[config.mk]
export PLATFORM = sky130hd
export DESIGN_NAME = multi_channel_temp_readout
export DESIGN_NICKNAME = d
export VERILOG_FILES = /design/src/temp_readout_pkg.sv /design/src/multi_channel_temp_readout.sv
export SDC_FILE = /design/constraint.sdc
export NUM_CORES = 2
export LEC_CHECK = 0
export BUFFER_PORTS_ARGS = -buffer_cell sky130_fd_sc_hd__buf_2
export CAP_MARGIN = 20
export CORE_UTILIZATION = 63
export DETAILED_ROUTE_END_ITERATION = 6
export GPL_TIMING_DRIVEN = 0
export PLACE_DENSITY = 0.8
export RECOVER_POWER = 50
export SYNTH_ARGS = -nofsm -noshare
export SYNTH_HDL_FRONTEND = slang
export SYNTH_SLANG_ARGS = --single-unit
[constraint.sdc]
create_clock -name mclk -period 9.7 [get_ports mclk]
set_clock_uncertainty 0.05 [all_clocks]
set_input_delay 1.94 -clock mclk [delete_from_list [all_inputs] [get_ports mclk]]
set_output_delay 1.94 -clock mclk [all_outputs]
set_load 0.01 [all_outputs]
[src/temp_readout_pkg.sv]
// shared constants and carrier types for the temperature readout block
package temp_readout_pkg;
  localparam int NUM_CH = 9;
  localparam int RES_W = 16;
  localparam int ADDR_W = 8;

  // register byte offsets
  localparam logic [ADDR_W-1:0] OFF_RESULT0 = 8'h00;
  localparam logic [ADDR_W-1:0] OFF_CONFIG = 8'h40;
  localparam logic [ADDR_W-1:0] OFF_STATUS = 8'h44;
  localparam logic [ADDR_W-1:0] OFF_HYST = 8'h48;
  localparam logic [ADDR_W-1:0] OFF_LIMIT1 = 8'h50;
  localparam logic [ADDR_W-1:0] OFF_LIMIT2 = 8'h80;
  localparam logic [ADDR_W-1:0] OFF_ALERT = 8'h4C;

  // configuration fields
  localparam int CFG_PD_BIT = 5;
  localparam logic [7:0] CFG_RESET = 8'h00;
  localparam logic [RES_W-1:0] HYST_RESET = 16'h0500;
  localparam logic [RES_W-1:0] LIMIT1_RESET = 16'h5500;
  localparam logic [RES_W-1:0] LIMIT2_RESET = 16'h5500;

  // result format: 13 significant bits left-justified over 3 zero bits
  localparam int FRAC_ZERO_W = 3;
  localparam logic [RES_W-1:0] RESULT_MIN = 16'h8000;

  // timing
  localparam int CLK_HZ = 100_000_000;
  localparam int CONV_PER_S = 16;
  localparam int CYCLE_COUNT = CLK_HZ / CONV_PER_S;

  // one diode sample delivered by the analog front end
  typedef struct packed {
    logic valid;
    logic [3:0] channel;
    logic [12:0] code;
    logic shorted;
    logic fault_cmp;
  } sample_type;

  typedef struct packed {
    logic psel;
    logic penable;
    logic pwrite;
    logic [ADDR_W-1:0] paddr;
    logic [31:0] pwdata;
  } apb_req_type;
endpackage : temp_readout_pkg

[src/multi_channel_temp_readout.sv]
// digital readout of a nine-channel temperature monitor with apb registers
`timescale 1ns/1ns
// Behaviour
// - convert local plus eight remote channels, one result each
// - results carry 13 bits at one sixteenth degree per count
// - results left-justified in 16 bits, low three bits zero, two's complement
// - encoding spans 255.9375 down to -256 degrees
// - upper byte two degrees per count, low byte the one-degree bit plus the fraction
// - shorted remote diode reports -256 degrees
// - fault comparator watched throughout every remote conversion
// - detected remote fault sets that channel's open-fault flag
// - two alert outputs from comparing results with limit registers
// - one hysteresis register applies to both alert outputs
// - power-down bit set: finish current conversion cycle through the last channel then stop
// - in power-down only the register interface keeps working
// - power-down bit low: a new conversion cycle starts once every cycle timer period
// - conversion rate after reset is 16 cycles per second
module multi_channel_temp_readout
  import temp_readout_pkg::*;
#(
  parameter int CYCLE_CLKS = CYCLE_COUNT
)
(
  input wire logic mclk,
  input wire logic rstn,
  input wire apb_req_type apb_req,
  output logic [31:0] prdata,
  output logic pready,
  output logic pslverr,
  input wire sample_type sample,
  output logic [3:0] conv_channel,
  output logic conv_start,
  output logic primary_overtemp_alert,
  output logic secondary_overtemp_alert
);

  typedef enum logic [2:0] {
    ST_IDLE = 3'b001,
    ST_CONV = 3'b010,
    ST_WAIT = 3'b100
  } conv_state_type;

  // apb state
  logic [7:0] config_r, config_nxt;
  logic [RES_W-1:0] hyst_r, hyst_nxt;
  logic [RES_W-1:0] lim1_r [NUM_CH];
  logic [RES_W-1:0] lim1_nxt [NUM_CH];
  logic [RES_W-1:0] lim2_r [NUM_CH];
  logic [RES_W-1:0] lim2_nxt [NUM_CH];
  logic [31:0] prdata_r, prdata_nxt;
  logic pready_r, pready_nxt;
  logic pslverr_r, pslverr_nxt;

  // conversion state
  conv_state_type state_r, state_nxt;
  logic [3:0] chan_r, chan_nxt;
  logic [31:0] tick_r, tick_nxt;
  logic start_r, start_nxt;
  logic fault_seen_r, fault_seen_nxt;
  logic [RES_W-1:0] result_r [NUM_CH];
  logic [RES_W-1:0] result_nxt [NUM_CH];
  logic [NUM_CH-1:0] open_r, open_nxt;
  logic [NUM_CH-1:0] alert1_r, alert1_nxt;
  logic [NUM_CH-1:0] alert2_r, alert2_nxt;
  logic out1_r, out1_nxt;
  logic out2_r, out2_nxt;

  logic power_down_bit;
  logic sample_done;
  logic access;
  logic [ADDR_W-1:0] idx_addr;

  assign power_down_bit = config_r[CFG_PD_BIT];
  assign sample_done = sample.valid && (state_r == ST_CONV)
                       && (sample.channel == chan_r);
  assign access = apb_req.psel && apb_req.penable && !pready_r;
  assign idx_addr = apb_req.paddr;

  // signed compare helper
  function automatic logic above(input logic [RES_W-1:0] a,
                                 input logic [RES_W-1:0] b);
    above = $signed(a) > $signed(b);
  endfunction : above

  // apb slave: one wait state, answer in the cycle after the first access cycle
  always_comb
  begin
    config_nxt = config_r;
    hyst_nxt = hyst_r;
    lim1_nxt = lim1_r;
    lim2_nxt = lim2_r;
    prdata_nxt = prdata_r;
    pslverr_nxt = 1'b0;
    pready_nxt = access;
    if (access)
    begin
      prdata_nxt = 32'h00000000;
      pslverr_nxt = 1'b1;
      for (int i = 0; i < NUM_CH; i++)
      begin
        if (idx_addr == OFF_RESULT0 + 8'(4 * i))
        begin
          prdata_nxt = {16'h0000, result_r[i]};
          pslverr_nxt = apb_req.pwrite; // results are read-only
        end
        if (idx_addr == OFF_LIMIT1 + 8'(4 * i))
        begin
          pslverr_nxt = 1'b0;
          prdata_nxt = {16'h0000, lim1_r[i]};
          if (apb_req.pwrite)
            lim1_nxt[i] = {apb_req.pwdata[RES_W-1:FRAC_ZERO_W],
                           FRAC_ZERO_W'(0)};
        end
        if (idx_addr == OFF_LIMIT2 + 8'(4 * i))
        begin
          pslverr_nxt = 1'b0;
          prdata_nxt = {16'h0000, lim2_r[i]};
          if (apb_req.pwrite)
            lim2_nxt[i] = {apb_req.pwdata[RES_W-1:FRAC_ZERO_W],
                           FRAC_ZERO_W'(0)};
        end
      end
      unique case (idx_addr)
        OFF_CONFIG:
        begin
          pslverr_nxt = 1'b0;
          prdata_nxt = {24'h000000, config_r};
          if (apb_req.pwrite)
            config_nxt = apb_req.pwdata[7:0];
        end
        OFF_STATUS:
        begin
          pslverr_nxt = apb_req.pwrite;
          prdata_nxt = {23'h000000, open_r};
        end
        OFF_HYST:
        begin
          pslverr_nxt = 1'b0;
          prdata_nxt = {16'h0000, hyst_r};
          if (apb_req.pwrite)
            hyst_nxt = {apb_req.pwdata[RES_W-1:FRAC_ZERO_W],
                        FRAC_ZERO_W'(0)};
        end
        OFF_ALERT:
        begin
          pslverr_nxt = apb_req.pwrite;
          prdata_nxt = {5'h00, alert2_r, 9'h000, alert1_r};
        end
        default:
        begin
        end
      endcase
    end
  end

  always_ff @(posedge mclk or negedge rstn)
  begin
    if (!rstn)
    begin
      config_r <= CFG_RESET;
      hyst_r <= HYST_RESET;
      for (int i = 0; i < NUM_CH; i++)
      begin
        lim1_r[i] <= LIMIT1_RESET;
        lim2_r[i] <= LIMIT2_RESET;
      end
      prdata_r <= 32'h00000000;
      pready_r <= 1'b0;
      pslverr_r <= 1'b0;
    end
    else
    begin
      config_r <= config_nxt;
      hyst_r <= hyst_nxt;
      lim1_r <= lim1_nxt;
      lim2_r <= lim2_nxt;
      prdata_r <= prdata_nxt;
      pready_r <= pready_nxt;
      pslverr_r <= pslverr_nxt;
    end
  end

  // conversion sequencer; the cycle timer keeps 16 cycles per second
  // even when the front end finishes early, so the rate stays fixed
  always_comb
  begin
    state_nxt = state_r;
    chan_nxt = chan_r;
    start_nxt = 1'b0;
    fault_seen_nxt = fault_seen_r;
    result_nxt = result_r;
    open_nxt = open_r;
    tick_nxt = (tick_r == 32'(CYCLE_CLKS - 1)) ? 32'h00000000
                                               : tick_r + 32'h00000001;
    if (state_r == ST_IDLE && power_down_bit)
      tick_nxt = 32'h00000000;
    unique case (state_r)
      ST_IDLE:
      begin
        if (!power_down_bit)
        begin
          state_nxt = ST_CONV;
          chan_nxt = 4'h0;
          start_nxt = 1'b1;
          fault_seen_nxt = 1'b0;
          tick_nxt = 32'h00000000; // full period from this start
        end
      end
      ST_CONV:
      begin
        if (chan_r != 4'h0 && sample.fault_cmp)
          fault_seen_nxt = 1'b1;
        if (sample_done)
        begin
          if (chan_r != 4'h0 && sample.shorted)
            result_nxt[chan_r] = RESULT_MIN;
          else
            result_nxt[chan_r] = {sample.code, FRAC_ZERO_W'(0)};
          if (chan_r != 4'h0)
            open_nxt[chan_r] = fault_seen_r || sample.fault_cmp;
          fault_seen_nxt = 1'b0;
          if (chan_r == 4'(NUM_CH - 1))
            state_nxt = ST_WAIT;
          else
          begin
            chan_nxt = chan_r + 4'h1;
            start_nxt = 1'b1;
          end
        end
      end
      // power-down stops at once after the last channel, not at the tick
      ST_WAIT:
      begin
        if (power_down_bit)
          state_nxt = ST_IDLE;
        else if (tick_r == 32'(CYCLE_CLKS - 1))
        begin
          state_nxt = ST_CONV;
          chan_nxt = 4'h0;
          start_nxt = 1'b1;
        end
      end
      default:
        state_nxt = ST_IDLE;
    endcase
  end

  // alert decision with shared hysteresis
  always_comb
  begin
    alert1_nxt = alert1_r;
    alert2_nxt = alert2_r;
    for (int i = 0; i < NUM_CH; i++)
    begin
      if (above(result_r[i], lim1_r[i]))
        alert1_nxt[i] = 1'b1;
      else if (above(lim1_r[i] - hyst_r, result_r[i]))
        alert1_nxt[i] = 1'b0;
      if (above(result_r[i], lim2_r[i]))
        alert2_nxt[i] = 1'b1;
      else if (above(lim2_r[i] - hyst_r, result_r[i]))
        alert2_nxt[i] = 1'b0;
    end
    if (state_r == ST_IDLE && power_down_bit)
    begin
      alert1_nxt = alert1_r; // frozen while powered down
      alert2_nxt = alert2_r;
    end
    out1_nxt = |alert1_nxt;
    out2_nxt = |alert2_nxt;
  end

  always_ff @(posedge mclk or negedge rstn)
  begin
    if (!rstn)
    begin
      state_r <= ST_IDLE;
      chan_r <= 4'h0;
      tick_r <= 32'h00000000;
      start_r <= 1'b0;
      fault_seen_r <= 1'b0;
      for (int i = 0; i < NUM_CH; i++)
        result_r[i] <= 16'h0000;
      open_r <= '0;
      alert1_r <= '0;
      alert2_r <= '0;
      out1_r <= 1'b0;
      out2_r <= 1'b0;
    end
    else
    begin
      state_r <= state_nxt;
      chan_r <= chan_nxt;
      tick_r <= tick_nxt;
      start_r <= start_nxt;
      fault_seen_r <= fault_seen_nxt;
      result_r <= result_nxt;
      open_r <= open_nxt;
      alert1_r <= alert1_nxt;
      alert2_r <= alert2_nxt;
      out1_r <= out1_nxt;
      out2_r <= out2_nxt;
    end
  end

  assign prdata = prdata_r;
  assign pready = pready_r;
  assign pslverr = pslverr_r;
  assign conv_channel = chan_r;
  assign conv_start = start_r;
  assign primary_overtemp_alert = out1_r;
  assign secondary_overtemp_alert = out2_r;

endmodule : multi_channel_temp_readout

==> metrics.txt <==
outcome complete, but fails checks; violated checks DRC, capacitance limit, slew limit; final worst slack 2.81 ns; global-route wire length before repair about 260000 um; Initial Utilization ~64%; Crit path required time 10.14 ns; core area about 66000 um2; Critical Path Max Stage Delay approximately 1.1 ns; Clk pin slew, worst setup/hold paths about 0.060 ns; sequential-to-total area share from yosys stat just under 30%; critical path type register to register; Switching Fraction about 35%; Syn. warnings 0; setup TNS 0 ns; Peak Freq roughly 150 MHz; die width ~260 um; IO Pins approximately 110; asr flop ratio synth 100%; VDD IR max between 0.15 and 0.2 mV; Reg power frac between 30% and 40%; antenna violations before repair 18; final cycle utilization of the critical path 71.0%; DRT iter0 DRCs 5548; synthesized area 42400 um2; Synth Area in Simple Gates between 10% and 20%; Pre-Repair DR Iteration Count 7; final hold vios 0; crit path max fanout 20; Die Area between 60000 and 70000 um2; Mean Syn Cell Area 8.97 um2; mux contribution to synthesized area under 10%; hold_buf cts 0; routed length per instance slightly above 30 um; total net switching power between 2000 and 2500 uW; DP Area 44500 um2; most common cell after layout, fill and taps aside ha_1; Arr. time, crit path about 7.3 ns; endpoint class of the critical path register; Pleak between 0.02 and 0.025 uW; Layout fillers ~5.1k; critical path, cell by cell ha_1, inv_1, fa_1, a21o_1, a21o_1, a21oi_1, o21ai_0, a21oi_1, nor2b_1, o21ai_0, a21oi_1, xnor2_1, ha_1, and4_1, nand3_1, a32oi_1, a311oi_1, nor4b_1, o22ai_1, nand4bb_1, or4_1, or4_1; gr ovfl total 0; Compound-Gate Fraction of Synth Area between 10% and 20%; Max transition margin -193%; post-CTS setup buffers 0; Pwr Total 6460 uW; largest family of logic cells by synthesized area adder cells; Post-Synth Adder-Cell Area 21.2%; vias in the first global route between 30k and 40k; CTS sink cnt 496; WL final roughly 180000 um; row count 94; ys flop type dfrtp_1; Sequential cell area roughly 13000 um2; antenna viol nets, final 0; post-route cell area 46600 um2; Final HPWL DP about 140000 um; largest net degree at the start of global routing 120; H-tree depth 2; GPL Wtd Cong around 1.1; Final #Nets roughly 5.7k; number of synthesized flops with an enable pin 0; DR vias/cell 7.07; Hold WC Path Type register to register; routed vias between 40k and 50k; Clock Latency Late Sink approximately 0.66 ns; Worst-Margin Slew 4.40 ns; most frequent cells in the layout ha_1 (689), inv_1 (454), dfrtp_1 (420), nand2_1 (390), o21ai_0 (322); CTS tree built; Logic pwr share between 20% and 30%; CTS resizes 0; RSZ-0062 raised after global routing false; cell internal pwr between 4000 and 5000 uW; I/O Buffers 68; share of cells above drive strength 1 a little under an eighth; cts bufs inserted 56; Total GRT Usage a little over half; DRC 19; final slew viol count 80; Area Growth Syn to Fin 9.87%; Worst setup SP type register; CP max-delay cell dfrtp_2; Tmin final just under 7 ns; XOR/XNOR share of the synthesized area ~5.2%; die height roughly 260 um; CP most frequent cell a21oi_1; Synth Register Bits 496; Post-Syn Instances 4723; distinct cell type count after synthesis 82; setup violators final 0; CTS root buf clkbuf_16; multi-input gate area in the final layout 27500 um2; Max Root-Sink Buffers 3; worst slack at placement ~3.2 ns; max-cap viol count 2; Clock Power Share a little over a third; pwr dens around 140 nW/um2
kinds of logic after synthesis:
| kind of cell | Yosys count |
|---|---|
| compound gates | 1257 |
| xor+xnor | 250 |
| fa+ha+maj | 707 |
| buf+inv | 632 |
| flops | 496 |
| mux | 242 |
| other cells | 1 |
| simple gates | 1138 |
power groups by stage:
| stage | clock, uW | sequential [uW] | combinational (uW) |
|---|---|---|---|
| 2_1_floorplan | 0 | 2280 | 1180 |
| 3_5_place_dp | 0 | 2360 | 1710 |
| 4_1_cts | 2300 | 2320 | 1730 |
| 5_1_grt | 2380 | 2330 | 1940 |
| 6_report | 2330 | 2340 | 1790 |
| 3_3_place_gp | 0 | 2360 | 1640 |
registers in the layout, summed over array words and instances (netlist names), 3 cells and up:
register / flops
result_r: 144
conv_channel: 4
open_r: 9
lim1_r: 117
lim2_r: 117
alert1_r: 9
hyst_r: 13
prdata: 25
config_r: 8
tick_r: 32
state_r: 3
alert2_r: 9
synth_stat cells, types with 14 or more instances:
cell type / instances / area share, %
o21ai_1: 23 / 0.27
o31ai_1: 16 / 0.28
and2_1: 31 / 0.46
ha_1: 689 / 20
o21a_1: 19 / 0.34
o21bai_1: 32 / 0.57
nor4_1: 18 / 0.27
inv_1: 465 / 4.1
a21o_1: 153 / 2.7
o21ai_0: 322 / 3.8
nand4_1: 85 / 1.3
a221oi_1: 41 / 0.85
nor2_1: 222 / 2.0
and4_1: 14 / 0.29
a22oi_1: 62 / 1.1
nor3_1: 86 / 1.0
a211oi_1: 25 / 0.44
or2_2: 15 / 0.22
dfstp_2: 75 / 4.7
o211ai_1: 23 / 0.41
a222oi_1: 14 / 0.33
buf_1: 30 / 0.27
fa_1: 18 / 0.85
a21oi_1: 310 / 3.7
clkbuf_1: 126 / 1.1
a31oi_1: 15 / 0.22
nor2b_1: 76 / 1.1
o221ai_1: 25 / 0.52
o22ai_1: 46 / 0.68
dfrtp_1: 421 / 25
and3_1: 22 / 0.32
mux2_2: 232 / 6.2
xnor2_1: 146 / 3.0
nand3_1: 100 / 1.2
a2111oi_0: 24 / 0.50
xor2_1: 104 / 2.1
or3_1: 20 / 0.30
nand2_1: 390 / 3.5
stage by stage:
stage          hold WS [ns]  util, %  cells
2_1_floorplan         0.375        -   4729
3_3_place_gp          0.390     66.3   5661
3_5_place_dp          0.404     67.3   5695
4_1_cts               0.412     70.3   5801
5_1_grt               0.434     70.3   5806
6_report              0.413     70.4   5829
per-layer routing:
metal	vias to the layer above	wire (um)	GRT usage, %
met5	-	307	1.04
met4	20	16100	38.0
met3	886	27500	22.7
met2	3121	70500	71.4
met1	19700	66900	66.1
li1	17500	-	-
final timing paths:
kind	from	to	slack, ns	depth (start not counted)
max in group asynchronous	rstn	lim1_r[92]	4.28	3
setup / recovery	hyst_r[3]	secondary_overtemp_alert	2.81	22
min in group asynchronous	rstn	tick_r[24]	2.79	1
setup reg to reg	hyst_r[3]	secondary_overtemp_alert	2.81	22
hold reg to reg	tick_r[0]	tick_r[0]	0.41	1
hold / removal	tick_r[0]	tick_r[0]	0.41	1
layout make-up:
class	instances	share of cell area (%)
diodes	25	0.134
well taps	864	2.32
flip-flops and latches	496	26.9
plain buffers	166	1.43
repair buffers	105	2.17
clock buffers	68	3.26
inverters	466	3.76
multi-input cells	3601	59.1
clock inverters	38	0.986
worst max-delay path: cells and delay by family (launching register included):
| family | cells | cell delay, ns |
|---|---|---|
| flip-flops | 1 | 1.09 |
| adder cells (fa/ha/maj) | 3 | 1.01 |
| buffers and inverters | 1 | 0.06 |
| XOR/XNOR | 1 | 0.16 |
| AND/OR/NAND/NOR | 7 | 2.29 |
| AO/OA/AOI/OAI | 10 | 2.03 |
Note: power is estimated with default switching activity, not from simulation.
